### config.mk
export PLATFORM = sky130hd
export DESIGN_NAME = rcis_top
export DESIGN_NICKNAME = d
export VERILOG_FILES = /design/src/logic/rcis_pkg.sv /design/src/logic/rcis_sync.sv /design/src/logic/rcis_top.sv
export VERILOG_INCLUDE_DIRS = /design/src /design/src/logic
export SDC_FILE = /design/constraint.sdc
export NUM_CORES = 1
export LEC_CHECK = 0
export CORE_UTILIZATION = 30
export DETAILED_ROUTE_END_ITERATION = 8
export DONT_BUFFER_PORTS = 1
export GPL_TIMING_DRIVEN = 0
export PLACE_DENSITY = 0.46
export SYNTH_ARGS = -nofsm -noshare
export SYNTH_HDL_FRONTEND = slang
export SYNTH_HIERARCHICAL = 1
export SYNTH_SLANG_ARGS = --single-unit
export TNS_END_PERCENT = 1
### constraint.sdc
create_clock -name ref_clk_in -period 5.65 [get_ports ref_clk_in]
set_input_delay 1.13 -clock ref_clk_in [delete_from_list [all_inputs] [get_ports ref_clk_in]]
set_output_delay 1.13 -clock ref_clk_in [all_outputs]
set_load 0.1 [all_outputs]
### src/logic/rcis_defines.svh
// constants for the reset cause and initial state block
`ifndef RCIS_DEFINES_SVH
`define RCIS_DEFINES_SVH

// ---------------------------------------------------------------
// start-up delay in system clocks
// ---------------------------------------------------------------
`define RCIS_SST_RC_CLKS      11'd16
`define RCIS_SST_XTAL_CLKS    11'd1024
`define RCIS_SST_INTERNAL_SLOW_RC_CLKS    11'd2

// ---------------------------------------------------------------
// reset values
// ---------------------------------------------------------------
`define RCIS_PC_RESET         13'h0000
`define RCIS_SP_RESET         4'h0
`define RCIS_INTEN_RESET      8'h00
`define RCIS_PORT_DIR_RESET   8'hFF
`define RCIS_ANALOG_SEL_RESET 12'hFFF
`define RCIS_TIMER_EN_RESET   2'h0

// ---------------------------------------------------------------
// flag field positions in the cause word
// ---------------------------------------------------------------
`define RCIS_FLAG_TO_BIT      1
`define RCIS_FLAG_PD_BIT      0

`endif

### src/logic/rcis_pkg.sv
// types for the reset cause and initial state block
package rcis_pkg;

    typedef enum logic [1:0] {
        RCIS_CLK_RC,
        RCIS_CLK_XTAL,
        RCIS_CLK_INTERNAL_SLOW_RC
    } rcis_clk_src_t;

    typedef enum logic [1:0] {
        RCIS_CAUSE_NONE,
        RCIS_CAUSE_PIN_LV,
        RCIS_CAUSE_WDT_RUN,
        RCIS_CAUSE_WDT_LOWPWR
    } rcis_cause_t;

    typedef enum logic [1:0] {
        RCIS_ST_RUN,
        RCIS_ST_HOLD,
        RCIS_ST_START
    } rcis_state_t;

    // reset cause flags as seen in the status register
    typedef struct packed {
        logic watchdog_timeout_flag;
        logic power_down_flag;
    } rcis_flags_t;

    // initial-state controls driven into the core
    typedef struct packed {
        logic [12:0] pc;
        logic [3:0]  sp;
        logic [7:0]  int_enable;
        logic        watchdog_clear;
        logic [1:0]  timer_enable;
        logic [7:0]  port_dir;
        logic [11:0] analog_input_pins;
    } rcis_init_t;

    typedef struct packed {
        rcis_state_t   state;
        rcis_cause_t   cause;
        logic          por_seen;
        logic [10:0]   count;
        logic          core_reset_n;
        rcis_flags_t   flags;
        rcis_init_t    init;
    } rcis_top_state_t;

    typedef struct packed {
        logic [1:0] pin_n;
        logic [1:0] low_voltage_reset;
        logic [1:0] wdt;
        logic [1:0] lowpwr;
    } rcis_sync_t;

endpackage : rcis_pkg

### src/logic/rcis_sync.sv
// two-flop synchronisers for the asynchronous reset sources
`timescale 1ns/1ps
module rcis_sync
    import rcis_pkg::*;
#(
    parameter int WIDTH = 4
) (
    // clock and reset
    input  wire logic             ref_clk_in,
    input  wire logic             resetn_in,
    // raw and synchronised levels
    input  wire logic [WIDTH-1:0] async_in,
    output logic      [WIDTH-1:0] sync_out
);
    logic [WIDTH-1:0] meta_q;
    logic [WIDTH-1:0] sync_q;

    // ---------------------------------------------------------------
    // one flop pair per bit
    // ---------------------------------------------------------------
    genvar i;
    for (i = 0; i < WIDTH; i++) begin : g_bit
        always_ff @(posedge ref_clk_in or negedge resetn_in) begin
            if (!resetn_in) begin
                meta_q[i] <= 1'b0;
                sync_q[i] <= 1'b0;
            end else begin
                meta_q[i] <= async_in[i];
                sync_q[i] <= meta_q[i];
            end
        end
    end

    assign sync_out = sync_q;
endmodule : rcis_sync

### src/logic/rcis_top.sv
// reset cause classification and post-reset initial state
//
// Contract
// RL1 - keep watchdog timeout and power-down flags; power-on clears both to 0
// RL2 - pin or low-voltage reset in run modes leaves both flags unchanged
// RL3 - watchdog reset in normal or slow mode sets timeout flag only
// RL4 - watchdog reset in idle or sleep sets both flags
// RL5 - power-on reset disables every interrupt enable
// RL6 - power-on clears watchdog counter; it then counts without software
// RL7 - power-on turns timer and event counters off
// RL8 - power-on makes all port pins inputs, analog pins to converter
// RL9 - power-on sets program counter zero and stack pointer to top
// RL10 - each state bit is loaded, kept or left per reset type
// RL11 - low-power watchdog reset clears only PC and SP, sets flags
// RL12 - wait oscillator start-up delay per clock source before running
// RL13 - priority power-on, then pin/low-voltage, then watchdog
// RL14 - hold internal reset until sources released and delay elapsed
`timescale 1ns/1ps
`include "rcis_defines.svh"
module rcis_top
    import rcis_pkg::*;
(
    // clock and power-on reset (from the supply monitor)
    input  wire logic          ref_clk_in,
    input  wire logic          resetn_in,
    // reset sources, asynchronous to the clock
    input  wire logic          external_reset_pin_n_in,
    input  wire logic          low_voltage_reset_in,
    input  wire logic          watchdog_timer_timeout_in,
    input  wire logic          low_power_mode_in,
    // configuration
    input  wire rcis_clk_src_t clk_src_in,
    // status and core controls
    output logic               core_reset_n_out,
    output rcis_flags_t        flags_out,
    output rcis_init_t         init_out,
    output logic               por_seen_out
);
    rcis_top_state_t q;
    rcis_top_state_t d;
    logic [3:0]      raw;
    logic [3:0]      synced;
    logic            pin_act;
    logic            lvr_act;
    logic            wdt_act;
    logic            lowpwr;
    logic            any_src;
    logic [10:0]     sst_clks;
    logic            sst_done;
    rcis_cause_t     new_cause;

    // ---------------------------------------------------------------
    // reset source synchronisers
    // ---------------------------------------------------------------
    // pin, supply monitor and watchdog levels are not on this clock
    assign raw = {~external_reset_pin_n_in, low_voltage_reset_in,
                  watchdog_timer_timeout_in, low_power_mode_in};

    rcis_sync #(
        .WIDTH (4)
    ) u_sync (
        .ref_clk_in (ref_clk_in),
        .resetn_in  (resetn_in),
        .async_in   (raw),
        .sync_out   (synced)
    );

    assign pin_act = synced[3];
    assign lvr_act = synced[2];
    assign wdt_act = synced[1];
    assign lowpwr  = synced[0];
    assign any_src = pin_act | lvr_act | wdt_act;

    // ---------------------------------------------------------------
    // start-up delay select
    // ---------------------------------------------------------------
    always_comb begin
        case (clk_src_in)  // see RL12
            RCIS_CLK_XTAL: sst_clks = `RCIS_SST_XTAL_CLKS;
            RCIS_CLK_INTERNAL_SLOW_RC: sst_clks = `RCIS_SST_INTERNAL_SLOW_RC_CLKS;
            default:       sst_clks = `RCIS_SST_RC_CLKS;
        endcase
    end

    // the last count is reached one edge before release
    assign sst_done = (q.count + 11'h001) >= sst_clks;  // see RL12

    // ---------------------------------------------------------------
    // cause classification
    // ---------------------------------------------------------------
    always_comb begin
        // pin/low-voltage outranks watchdog when both arrive
        if (pin_act || lvr_act) begin  // see RL13
            new_cause = RCIS_CAUSE_PIN_LV;
        end else if (wdt_act && lowpwr) begin  // see RL4
            new_cause = RCIS_CAUSE_WDT_LOWPWR;
        end else if (wdt_act) begin  // see RL3
            new_cause = RCIS_CAUSE_WDT_RUN;
        end else begin
            new_cause = RCIS_CAUSE_NONE;
        end
    end

    // ---------------------------------------------------------------
    // sequencer
    // ---------------------------------------------------------------
    always_comb begin
        d = q;
        // held through power-on, then one cycle of clear at each later release except a low-power watchdog one
        d.init.watchdog_clear = q.por_seen;  // see RL6
        case (q.state)
            RCIS_ST_RUN: begin
                // any source drops the core at once and records its cause; its state waits for release
                if (any_src) begin
                    d.cause        = new_cause;
                    d.state        = RCIS_ST_HOLD;
                    d.core_reset_n = 1'b0;
                end
            end
            RCIS_ST_HOLD: begin
                // an upgrade to pin/low-voltage while holding wins
                if (pin_act || lvr_act) begin  // see RL13
                    d.cause = RCIS_CAUSE_PIN_LV;
                end
                // counting starts only once every source has dropped
                if (!any_src) begin  // see RL14
                    d.state = RCIS_ST_START;
                    d.count = 11'h000;
                end
            end
            RCIS_ST_START: begin
                // a source returning mid-count restarts the whole delay
                if (any_src) begin
                    d.state = RCIS_ST_HOLD;
                end else if (sst_done) begin  // see RL12
                    d.state        = RCIS_ST_RUN;
                    d.core_reset_n = 1'b1;  // see RL14
                    d.por_seen     = 1'b0;
                    // apply the initial state for the taken cause
                    d.init.pc = `RCIS_PC_RESET;  // see RL9
                    d.init.sp = `RCIS_SP_RESET;  // see RL11
                    case (q.cause)
                        RCIS_CAUSE_PIN_LV: begin
                            // flags untouched, peripherals reloaded
                            d.flags                  = q.flags;  // see RL2
                            d.init.int_enable        = `RCIS_INTEN_RESET;
                            d.init.watchdog_clear    = 1'b1;
                            d.init.timer_enable      = `RCIS_TIMER_EN_RESET;
                            d.init.port_dir          = `RCIS_PORT_DIR_RESET;
                            d.init.analog_input_pins = `RCIS_ANALOG_SEL_RESET;
                        end
                        RCIS_CAUSE_WDT_RUN: begin
                            d.flags.watchdog_timeout_flag = 1'b1;  // see RL3
                            d.flags.power_down_flag       = q.flags.power_down_flag;
                            d.init.int_enable        = `RCIS_INTEN_RESET;  // see RL10
                            d.init.watchdog_clear    = 1'b1;
                            d.init.timer_enable      = `RCIS_TIMER_EN_RESET;
                            d.init.port_dir          = `RCIS_PORT_DIR_RESET;
                            d.init.analog_input_pins = `RCIS_ANALOG_SEL_RESET;
                        end
                        RCIS_CAUSE_WDT_LOWPWR: begin
                            // the core restarts at PC zero, but peripherals are kept as they were
                            d.flags.watchdog_timeout_flag = 1'b1;  // see RL4
                            d.flags.power_down_flag       = 1'b1;  // see RL11
                            d.init.int_enable        = q.init.int_enable;
                            d.init.timer_enable      = q.init.timer_enable;
                            d.init.port_dir          = q.init.port_dir;
                            d.init.analog_input_pins = q.init.analog_input_pins;
                        end
                        default: begin
                            // power-on: cleared flags and a full reload
                            d.flags.watchdog_timeout_flag = 1'b0;  // see RL1
                            d.flags.power_down_flag       = 1'b0;  // see RL1
                            d.init.int_enable        = `RCIS_INTEN_RESET;  // see RL5
                            d.init.watchdog_clear    = 1'b1;  // see RL6
                            d.init.timer_enable      = `RCIS_TIMER_EN_RESET;  // see RL7
                            d.init.port_dir          = `RCIS_PORT_DIR_RESET;  // see RL8
                            d.init.analog_input_pins = `RCIS_ANALOG_SEL_RESET;  // see RL8
                        end
                    endcase
                    d.cause = RCIS_CAUSE_NONE;
                end else begin
                    d.count = q.count + 11'h001;
                end
            end
            default: d.state = RCIS_ST_HOLD;
        endcase
    end

    // ---------------------------------------------------------------
    // state register; power-on is the asynchronous reset
    // ---------------------------------------------------------------
    always_ff @(posedge ref_clk_in or negedge resetn_in) begin
        if (!resetn_in) begin
            // power-on wins over any other source: it is the async reset
            q.state                       <= RCIS_ST_HOLD;  // see RL13
            q.cause                       <= RCIS_CAUSE_NONE;
            q.por_seen                    <= 1'b1;
            q.count                       <= 11'h000;
            q.core_reset_n                <= 1'b0;  // see RL14
            q.flags.watchdog_timeout_flag <= 1'b0;  // see RL1
            q.flags.power_down_flag       <= 1'b0;  // see RL1
            q.init.pc                     <= `RCIS_PC_RESET;  // see RL9
            q.init.sp                     <= `RCIS_SP_RESET;  // see RL9
            q.init.int_enable             <= `RCIS_INTEN_RESET;  // see RL5
            q.init.watchdog_clear         <= 1'b1;  // see RL6
            q.init.timer_enable           <= `RCIS_TIMER_EN_RESET;  // see RL7
            q.init.port_dir               <= `RCIS_PORT_DIR_RESET;  // see RL8
            q.init.analog_input_pins      <= `RCIS_ANALOG_SEL_RESET;  // see RL8
        end else begin
            q <= d;
        end
    end

    // ---------------------------------------------------------------
    // outputs, each straight from the state register
    // ---------------------------------------------------------------
    assign core_reset_n_out = q.core_reset_n;  // see RL14
    assign flags_out        = q.flags;
    assign init_out         = q.init;
    assign por_seen_out     = q.por_seen;
endmodule : rcis_top

==> out/results.ini, run 1 <==
[outcome]
outcome=finished clean

[sta]
max_freq_mhz=317
hold_viol_final=0
min_period_ns=3.15
slew_headroom=0.345
tightest_slew_ns=0.976
rsz0062_at_grt=false
slew_violations=0
clock-skew-final_ns=0.00977
setup_viol=0
setup_tns_ns=0
min_period_over_period=0.558

[grt]
grt_max_degree=29
grtUsageMet3=0.0171
gr-usage-all-layers=0.125
grt_pass1_wl_um=7220
antenna_found_initial=0
grt_util_met1=0.158
grt_pass1_vias=1492
grt.met2_usage=0.219
grt_remaining_overflow=0
gr-max-usage-layer=met2

[cts]
ctsResizeCount=0
cts_buffer_depth=2
cts_root_buf=clkbuf_8
clkSlewWorstSetupHoldPaths_ns=0.11
clkLatencyLatePin_ns=0.29
cts_inserted_buffers=3
clock-sinks=28
htree_levels=1
cts_hold_buffers=0
tritoncts=built
post_cts_buffers=0

[placement]
post-dp-hpwl_um=3220
gp_congestion=0.848
io_buffers=0

[final_layout]
fill_cells=749
syn2layout_area_growth_pct=16.7
layout-drive-gt1-share=0.237
n_antenna_cell=0
nNetsFinal=317
utilization=0.366

[power_and_ir_drop]
power_switching_uw=513
seqPwrFrac=0.277
clockPowerShare=0.161
switching_share=0.503
p_leak_uw=0.00121
max-vdd-ir-drop_mv=0.176
internal_power_uw=508
power.density_mw_per_mm2=406
power_frac_comb=0.562

[critical_path]
criticalPathCategory=reg -> reg
cp.arrival_ns=3.32
crit_required_ns=5.82
critPathLaunchType=flop
crit_fanout=8
cp.depth=10
crit_path_end_kind=flop
crit_chain=clkbuf_1, nand4_1, nor2_1, xor2_1, ha_1, a311o_1, a211o_1, a211o_2, o21ai_2, mux2_1
critPathSlowestCell=a211o_2
r2r_cells=10
crit_buf_inv=1
cp_top_family=compound AO/OA/AOI/OAI gates
cpPeakStageDelay_ns=0.43

[routing]
dr.pass1.iters=4
drt_iter0_markers=54
wirelength_um=4400
vias=1641
drcViolationCount=0
via_per_inst=4.20
ant_nets=0
avgRoutedWirePerCell_um=11.2

[yosys]
syn_avg_cell_area_sq_um=8.75
seq_area_frac_synth=0.327
async_reset_ff_frac=1.00
yosys.area.top_type_share=0.291
synth_area_leaders=dfrtp_1, buf_4, ha_1
synth.distinct_cells=54
synth_area_sq_mm=0.00215
synth_largest_area_cell=dfrtp_1
synth_warnings=6
synth_seq_cells=28
synth_edf_count=0
synthCells=246
synth_ff_type=dfrtp_1

[die]
dieArea_sq_mm=0.00752
die_h_um=86.7
ios=60
num_rows=30
core_sq_mm=0.00687
die_w_um=86.7
start_util=0.313

[job]
cap_violations=0

[worst_hold_path]
whs_path_depth=0
holdCritPathClass=reg -> reg

[final timing paths]
kind / start / slack, ns / end
min in group asynchronous: resetn_in / 0.52 / q[55]$_DFFE_PN0P_
worst min register to register: u_sync/meta_q[0]$_DFF_PN0_ / 0.36 / u_sync/sync_out[0]$_DFF_PN0_
worst max-delay path: q[56]$_DFFE_PN0P_ / 2.50 / q[63]$_DFFE_PN0P_
max in group asynchronous: resetn_in / 4.94 / q[65]$_DFFE_PN1P_
worst max register to register: q[56]$_DFFE_PN0P_ / 2.50 / q[63]$_DFFE_PN0P_
worst min-delay path: u_sync/meta_q[0]$_DFF_PN0_ / 0.36 / u_sync/sync_out[0]$_DFF_PN0_
[power groups by stage]
stage / sequential [uW] / combinational [uW] / clock, uW
floorplan: 279 / 485 / 0
global placement: 287 / 575 / 0
detailed placement: 287 / 572 / 0
CTS: 283 / 575 / 176
global route: 290 / 622 / 180
finish: 283 / 573 / 164
[cell usage in the layout, fill, tap and decap left out, types with 2 or more instances in the layout]
master      n
buf_4      51
a32oi_1     2
nor4_1      3
nor2_1     15
inv_1      13
a211oi_1    4
mux2i_1     3
clkbuf_1    6
a31oi_1     3
nand2_1    21
buf_2       3
nor3_1      6
nand4_1     3
o311ai_1    3
conb_1     47
o21ai_0     6
dfrtp_1    25
a21oi_1     4
mux2_1      2
clkbuf_8    3
or4_1       3
a2111oi_0   2
dfstp_2     3
o211ai_1    2
ha_1       13
xnor2_1     2
nand3_1    16
a22oi_1     2
a211o_1     2
[flip-flops by register name, indices dropped and copies added, names as in the netlist]
| name | count |
|---|---|
| core_reset_n_out | 1 |
| flags_out | 2 |
| init_out | 1 |
| por_seen_out | 1 |
| q | 15 |
| u_sync/meta_q | 4 |
| u_sync/sync_out | 4 |
[metal layers]
| layer | share of wire | wire (um) | vias to the layer above |
|---|---|---|---|
| met1 | 0.45 | 1970 | 710 |
| li1 | - | - | 859 |
| met4 | 0.013 | 57 | 0 |
| met3 | 0.072 | 316 | 5 |
| met2 | 0.47 | 2050 | 67 |
| met5 | 0 | 0 | - |
[kinds of logic after synthesis]
group                      Yosys count  share of synthesized area
AOI/OAI and AO/OA                   41                      0.147
xor gates and xnor gates             3                     0.0122
adders and majority gates           13                     0.0755
buffers and inverters               75                      0.225
DFF                                 28                      0.327
muxes                                6                     0.0296
other                                2                    0.00349
and+or+nand+nor                     78                      0.180
[final cells by class]
class	count	area (sq um)	area share
sequential	28	704	0.280
clock inverter	1	30.0	0.0119
multi-input combinational	188	1130	0.451
buffer	62	435	0.173
clock buffer	3	41.3	0.0164
tap	96	120	0.0478
inverter	13	48.8	0.0194
[cells in the mapped netlist, types with 3 or more instances]
library cell,instances
or4_1,3
inv_1,13
a211oi_1,4
dfrtp_1,25
nor2_1,15
dfstp_2,3
buf_4,51
a21oi_1,4
a31oi_1,3
nand3_1,16
nand2_1,21
nor4_1,3
nor3_1,6
clkbuf_1,6
mux2i_1,3
o21ai_0,6
ha_1,13
nand4_1,3
o311ai_1,3
buf_2,3
[per-stage QoR]
stage / hold WS [ns] / power, uW / setup slack, ns / cells / area (sq um)
floorplan: 0.331 / 764 / 2.35 / 291 / 2320
global placement: 0.333 / 862 / 2.21 / 387 / 2440
detailed placement: 0.337 / 859 / 2.22 / 387 / 2440
CTS: 0.365 / 1030 / 2.50 / 391 / 2510
global route: 0.364 / 1090 / 2.25 / 391 / 2510
finish: 0.357 / 1020 / 2.50 / 391 / 2510
(Power assumes the default switching activity.)
==> inputs of run 2 (changes only) <==
--- a/config.mk
+++ b/config.mk
@@ -10,7 +10,7 @@
 export DETAILED_ROUTE_END_ITERATION = 8
 export DONT_BUFFER_PORTS = 1
 export GPL_TIMING_DRIVEN = 0
-export PLACE_DENSITY = 0.46
+export PLACE_DENSITY = 0.47
 export SYNTH_ARGS = -nofsm -noshare
 export SYNTH_HDL_FRONTEND = slang
 export SYNTH_HIERARCHICAL = 1
==> constraint.sdc (replaced) <==
create_clock -name ref_clk_in -period 2.5 [get_ports ref_clk_in]
set_input_delay 0.5 -clock ref_clk_in [delete_from_list [all_inputs] [get_ports ref_clk_in]]
set_output_delay 0.5 -clock ref_clk_in [all_outputs]
set_load 0.1 [all_outputs]
==> run 2 against run 1 <==
Effect of this change:
- the run now ends with setup timing left
- hold slack worse by 0.34 ns
- sequential power rose by 130%
- setup slack got worse by 2.6 ns
- routed wire length increased by 9.2%
- final area grew 9.0%
- flip-flop and latch count is the same
- global-route usage is 0.75 points higher
- via count grew 3.7%
- non-clock buffer count rose by 9
- clock skew fell by 0.00077 ns
- fmax increased by 19%
- critical path depth down 1
- critical path type unchanged
- critical endpoint unchanged
- largest power group unchanged
==> out/results.ini, run 2 (synthesis gave the netlist of run 1 again) <==
[routing]
drcViolationCount=0  ; unchanged
avgRoutedWirePerCell_um=12.0  ; +6.8%
wirelength_um=4800  ; +9.2%
drt_iter0_markers=84  ; +56%
via_per_inst=4.26  ; +1.4%
ant_nets=0  ; unchanged
dr.pass1.iters=6  ; +2
vias=1702  ; +3.7%

[die]
num_rows=30  ; unchanged
ios=60  ; unchanged
dieArea_sq_mm=0.00752  ; unchanged
start_util=0.313  ; unchanged
die_w_um=86.7  ; unchanged
core_sq_mm=0.00687  ; unchanged
die_h_um=86.7  ; unchanged

[grt]
antenna_found_initial=0  ; unchanged
grt_pass1_vias=1609  ; +7.8%
gr-usage-all-layers=0.133  ; +0.00754
grt_remaining_overflow=0  ; unchanged
grt_max_degree=26  ; -10%
grt_pass1_wl_um=7770  ; +7.5%

[power_and_ir_drop]
switching_share=0.489  ; -0.0132
power.density_mw_per_mm2=956  ; +140%
seqPwrFrac=0.253  ; -0.024
total_power_uw=2620  ; +160%
clockPowerShare=0.142  ; -0.019
power_frac_comb=0.605  ; +0.043
power_switching_uw=1280  ; +150%
max-vdd-ir-drop_mv=0.541  ; +210%
internal_power_uw=1340  ; +160%
p_leak_uw=0.00129  ; +6.0%

[worst_hold_path]
holdCritPathClass=in -> async

[final_layout]
final_common_cell=buf_4
fill_cells=715  ; -4.5%
multi_input_area_sq_mm=0.00124  ; +9.6%
final_cells=400  ; +2.3%
regArea_sq_um=711  ; +0.89%
syn2layout_area_growth_pct=27.2
final_cell_mix=buf_4, conb_1, nand2_1
n_antenna_cell=0  ; unchanged
largest_register=q
largest_reg_flops=15  ; unchanged
layout-drive-gt1-share=0.329  ; +0.0917
nNetsFinal=326  ; +2.8%

[critical_path]
criticalPathCategory=reg -> reg
crit_path_end_kind=flop
cpPeakStageDelay_ns=0.40  ; -0.03 ns
critPathLaunchType=flop
crit_required_ns=2.67  ; -3.15 ns
crit_chain=ha_4, nand3_4, xnor2_2, ha_1, a311o_1, a211o_1, a211o_4, o21ai_4, mux2_4
reg2reg_from=q[52]$_DFFE_PN0P_
cp.arrival_ns=2.82  ; -0.50 ns
crit_start=q[52]$_DFFE_PN0P_
crit_fanout=5  ; -3
reg2reg_slack_ns=-0.15  ; -2.65 ns
critPathSlowestCell=dfrtp_1

[sta]
rsz0062_at_grt=true
min_period_over_period=1.06  ; +0.501
slew_headroom=0.354  ; +0.00920
setup_viol=10  ; +10
holdWs_ns=0.0157  ; -0.342 ns
max_freq_mhz=378  ; +19%
setup_tns_ns=-0.853  ; -0.853 ns
clock-skew-final_ns=0.00901  ; -0.000766 ns
layout_setup_ws_ns=-0.147  ; -2.65 ns
hold_viol_final=0  ; unchanged
min_period_ns=2.65  ; -0.504 ns
tightest_slew_ns=0.962  ; -0.0137 ns
slew_violations=0  ; unchanged

[cts]
clkLatencyLatePin_ns=0.28  ; about the same
cts_buffer_depth=2  ; unchanged
cts_inserted_buffers=3  ; unchanged
clkSlewWorstSetupHoldPaths_ns=0.11  ; about the same
clock-sinks=28  ; unchanged
cts_root_buf=clkbuf_8
tritoncts=built
htree_levels=1  ; unchanged

[placement]
place_ws_ns=-0.555  ; -2.78 ns
gp_congestion=0.840  ; -0.92%
io_buffers=0  ; unchanged
dp.cells=387  ; unchanged
post-dp-hpwl_um=3260  ; +1.4%

[outcome]
outcome=complete, but fails checks
failed_checks=setup timing

[job]
cap_violations=0  ; unchanged

-- run 2: cell types whose count changed in the layout (fill, tap and decap cells not counted), sizes merged --
cell	before	now
buf	56	68
clkbuf	9	6
-- run 2: what timing repair did --
item | CTS | global route
setup buffers | 11 | 0
pin swaps | 11 | 5
endpoints found under the hold margin | 25 | 0
hold buffers | 1 | 0
setup endpoints to repair | 20 | 20
resized for setup | 19 | 8
-- run 2: worst paths after layout --
check	end	depth (start not counted)
min in group ref_clk_in	u_sync/meta_q[0]$_DFF_PN0_	0
setup / recovery	q[63]$_DFFE_PN0P_	9
hold / removal	q[60]$_DFFE_PN0P_	1
setup reg to reg	q[63]$_DFFE_PN0P_	9
max in group asynchronous	q[51]$_DFFE_PN0P_	1
hold reg to reg	u_sync/sync_out[1]$_DFF_PN0_	0
-- run 2: routing by layer --
metal / vias to the layer above / global-route usage / wire length (um)
li1: 881 / - / -
met1: 767 / 0.171 / 2350
met2: 52 / 0.232 / 2240
met3: 2 / 0.0219 / 180
met4: 0 / 0.0318 / 27
met5: - / 0 / 0
-- run 2: worst max-delay path, delay by kind of cell, from the launching register on --
family	cells	cell delay (ns)
AOI/OAI and AO/OA	4	1.10
xor gates and xnor gates	1	0.15
adders and majority gates	2	0.48
DFF	1	0.40
muxes	1	0.32
and+or+nand+nor	1	0.08
-- run 2: power groups by stage --
stage,logic [uW],registers (uW),clock network (uW)
CTS,1540,661,384
finish,1580,663,371
global placement,1360,651,0
global route,1710,674,402
floorplan,1140,631,0
detailed placement,1350,655,0
-- run 2: final cells by class --
type / instances / area share
plain buffers: 59 / 0.160
multi-input cells: 188 / 0.454
flip-flops and latches: 28 / 0.259
clock buffers: 3 / 0.0151
repair buffers: 12 / 0.0388
inverters: 13 / 0.0178
well taps: 96 / 0.0439
clock inverters: 1 / 0.0110
-- run 2: metrics by stage --
step	cell area, sq um	util
floorplan	2360	-
detailed placement	2480	0.361
global placement	2480	0.361
finish	2740	0.399
CTS	2710	0.395
global route	2740	0.399
==> inputs of run 3 (changes only) <==
--- a/config.mk
+++ b/config.mk
@@ -6,11 +6,14 @@
 export SDC_FILE = /design/constraint.sdc
 export NUM_CORES = 1
 export LEC_CHECK = 0
+export ABC_AREA = 1
 export CORE_UTILIZATION = 30
+export CTS_BUF_LIST = sky130_fd_sc_hd__clkbuf_2
 export DETAILED_ROUTE_END_ITERATION = 8
 export DONT_BUFFER_PORTS = 1
 export GPL_TIMING_DRIVEN = 0
 export PLACE_DENSITY = 0.47
+export SETUP_SLACK_MARGIN = 0.02
 export SYNTH_ARGS = -nofsm -noshare
 export SYNTH_HDL_FRONTEND = slang
 export SYNTH_HIERARCHICAL = 1
==> run 3 against run 2 <==
Effect of this change:
- the flow finishes with violations (DRC)
- clock-buffer cell count unchanged
- routed wire length decreased by 24%
- first-iteration DRC count is 24% lower
- combinational power shrank 58%
- critical path depth grew 9
- synthesized cell count increased by 11%
- clock power is 23% lower
- register-to-register slack better by 0.41 ns
- critical endpoint is now q[56]$_DFFE_PN0P_
==> out/results.ini, run 3 <==
[outcome]
outcome=complete, but fails checks
failed_checks=DRC

[power_and_ir_drop]
power.density_mw_per_mm2=615  ; -36%
max-vdd-ir-drop_mv=0.292  ; -46%
p_leak_uw=0.00135  ; +4.8%
total_power_uw=1510  ; -42%

[grt]
antenna_found_initial=0  ; unchanged
gr-usage-all-layers=0.102  ; -0.0305
grt_pass1_wl_um=5800  ; -25%
grt_pass1_vias=1255  ; -22%
grt_remaining_overflow=0  ; unchanged
grt_max_degree=29  ; +12%

[worst_hold_path]
holdCritPathClass=in -> reg

[yosys]
synth_compound_area_frac=0.0353  ; -0.112
synthCells=272  ; +11%
yosysMostFrequentCell=nand2_1
yosys.area.top_type_share=0.305  ; +0.0140
syn_avg_cell_area_sq_um=7.55  ; -14%
synth_area_sq_mm=0.00205  ; -4.6%
yosys.area_share.adder=0.0792  ; +0.00363
seq_area_frac_synth=0.343  ; +0.0157
synth_largest_area_cell=dfrtp_1
synth_warnings=6  ; unchanged
synthSimpleGateAreaFrac=0.283  ; +0.102
synth_seq_cells=28  ; unchanged
async_reset_ff_frac=1.00  ; unchanged
synth.distinct_cells=25  ; -54%
synth_top_family_by_area=simple AND/OR/NAND/NOR gates
synthXorXnorAreaFrac=0.00426  ; -0.00794
synth.top_cells.by_count=nand2_1, buf_4, inv_1
synth_edf_count=0  ; unchanged
synth_area_leaders=dfrtp_1, buf_4, nand2_1
synth_ff_type=dfrtp_1
synth_mux_area_frac=0  ; -0.0296

[routing]
vias=1559  ; -8.4%
drt_iter0_markers=64  ; -24%
ant_nets=0  ; unchanged
wirelength_um=3660  ; -24%
avgRoutedWirePerCell_um=8.99  ; -25%
dr.pass1.iters=9  ; +3
drcViolationCount=10  ; +10
via_per_inst=3.83  ; -10%

[critical_path]
criticalPathCategory=reg -> reg
cp.arrival_ns=2.55  ; -0.27 ns
crit_required_ns=2.81  ; +0.14 ns
crit_fanout=10  ; +5
crit_path_end_kind=flop
cp_common_cell=nand2_1
cpPeakStageDelay_ns=0.46  ; +0.06 ns
crit_chain=ha_1, nand2_2, nor2_4, inv_1, nand2_1, inv_1, ha_1, inv_1, nor2_1, nor2_1, nand2_1, nand2_2, nand2_4, nand2_4, nand2_2, buf_6, nand2_1, nand2_1
critPathLaunchType=flop
critPathSlowestCell=dfrtp_1

[sta]
setup_viol=0  ; -10
max_freq_mhz=446  ; +18%
min_period_over_period=0.896  ; -0.163
hold_viol_final=0  ; unchanged
slew_headroom=0.395  ; +0.0414
rsz0062_at_grt=false
setup_tns_ns=0  ; +0.853 ns
clock-skew-final_ns=0.0225  ; +0.0135 ns
min_period_ns=2.24  ; -0.407 ns
tightest_slew_ns=0.907  ; -0.0547 ns
slew_violations=0  ; unchanged

[placement]
dp.cells=394  ; +1.8%
gp_congestion=0.797  ; -5.1%
io_buffers=0  ; unchanged
post-dp-hpwl_um=2690  ; -17%

[cts]
cts_buffer_depth=2  ; unchanged
clkSlewWorstSetupHoldPaths_ns=0.30  ; +0.19 ns
clock-sinks=28  ; unchanged
clkLatencyLatePin_ns=0.39  ; +0.11 ns
tritoncts=built
cts_inserted_buffers=3  ; unchanged
htree_levels=1  ; unchanged
cts_root_buf=clkbuf_2

[die]
dieArea_sq_mm=0.00718  ; -4.5%
ios=60  ; unchanged
core_sq_mm=0.00649  ; -5.4%
die_h_um=84.8  ; -2.3%
start_util=0.316  ; +0.00284
num_rows=29  ; -3.3%
die_w_um=84.8  ; -2.3%

[final_layout]
final_common_cell=nand2_1
n_antenna_cell=0  ; unchanged
layout-drive-gt1-share=0.242  ; -0.0865
final_cells=407  ; +1.8%
final_cell_mix=nand2_1, buf_4, conb_1
largest_register=q
utilization=0.378  ; -0.0208
syn2layout_area_growth_pct=19.5
largest_reg_flops=15  ; unchanged
nNetsFinal=352  ; +8.0%

[job]
cap_violations=0  ; unchanged

-- run 3: worst paths after layout --
| kind | start | end | slack [ns] | cells after the start |
|---|---|---|---|---|
| max in group asynchronous | resetn_in | por_seen_out$_DFFE_PN1P_ | 1.76 | 2 |
| worst max-delay path | q[52]$_DFFE_PN0P_ | q[56]$_DFFE_PN0P_ | 0.26 | 18 |
| min in group asynchronous | resetn_in | core_reset_n_out$_DFFE_PN0P_ | 0.48 | 2 |
| worst min register to register | u_sync/meta_q[2]$_DFF_PN0_ | u_sync/sync_out[2]$_DFF_PN0_ | 0.39 | 0 |
| worst max register to register | q[52]$_DFFE_PN0P_ | q[56]$_DFFE_PN0P_ | 0.26 | 18 |
| worst min-delay path | watchdog_timer_timeout_in | u_sync/meta_q[1]$_DFF_PN0_ | 0.08 | 0 |
-- run 3: critical path, delay by kind of cell (launching register included) --
| family | cells | cell delay [ns] |
|---|---|---|
| buffers and inverters | 4 | 0.30 |
| and+or+nand+nor | 12 | 0.91 |
| DFF | 1 | 0.46 |
| adders and majority gates | 2 | 0.48 |
-- run 3: cell families after synthesis --
kind of cell,count (synthesis)
DFF,28
adders and majority gates,13
xor gates and xnor gates,1
and+or+nand+nor,130
AOI/OAI and AO/OA,13
other,2
buffers and inverters,85
-- run 3: final cells by class --
| type | count | area [sq um] |
|---|---|---|
| clock buffers | 3 | 15.0 |
| multi-input cells | 204 | 1000 |
| flip-flops and latches | 28 | 706 |
| repair buffers | 9 | 82.6 |
| fillers | 691 | 4040 |
| clock inverters | 1 | 30.0 |
| plain buffers | 53 | 402 |
| well taps | 77 | 96.3 |
| inverters | 32 | 120 |
-- run 3: what timing repair did --
| action | in CTS | in global routing |
|---|---|---|
| hold endpoints to repair | 28 | 0 |
| gates resized for setup | 0 | 4 |
| setup buffers | 0 | 7 |
| hold buffers | 2 | 0 |
| setup endpoints to repair | 0 | 13 |
-- run 3: where the power goes --
group	internal [uW]	leakage [uW]	total [uW]	switching [uW]
clock	137	0.0000266	286	149
combinational	156	0.000966	665	509
sequential	503	0.000358	559	56.2
total	796	0.00135	1510	715
-- run 3: metrics by stage --
step,area [sq um],setup WS (ns),hold slack [ns]
after floorplan,2220,0.413,0.204
after global placement,2320,0.126,0.205
after detailed placement,2320,0.112,0.205
after CTS,2390,0.0806,0.0319
after global routing,2450,0.0467,0.0165
final,2450,0.260,0.0793
-- run 3: layer usage --
| layer | part of all wire | vias up | global-route usage |
|---|---|---|---|
| met4 | 0.0096 | 0 | 0.0308 |
| met1 | 0.50 | 649 | 0.137 |
| met3 | 0.063 | 2 | 0.0236 |
| met2 | 0.43 | 52 | 0.164 |
| met5 | 0 | - | 0 |
| li1 | - | 856 | - |
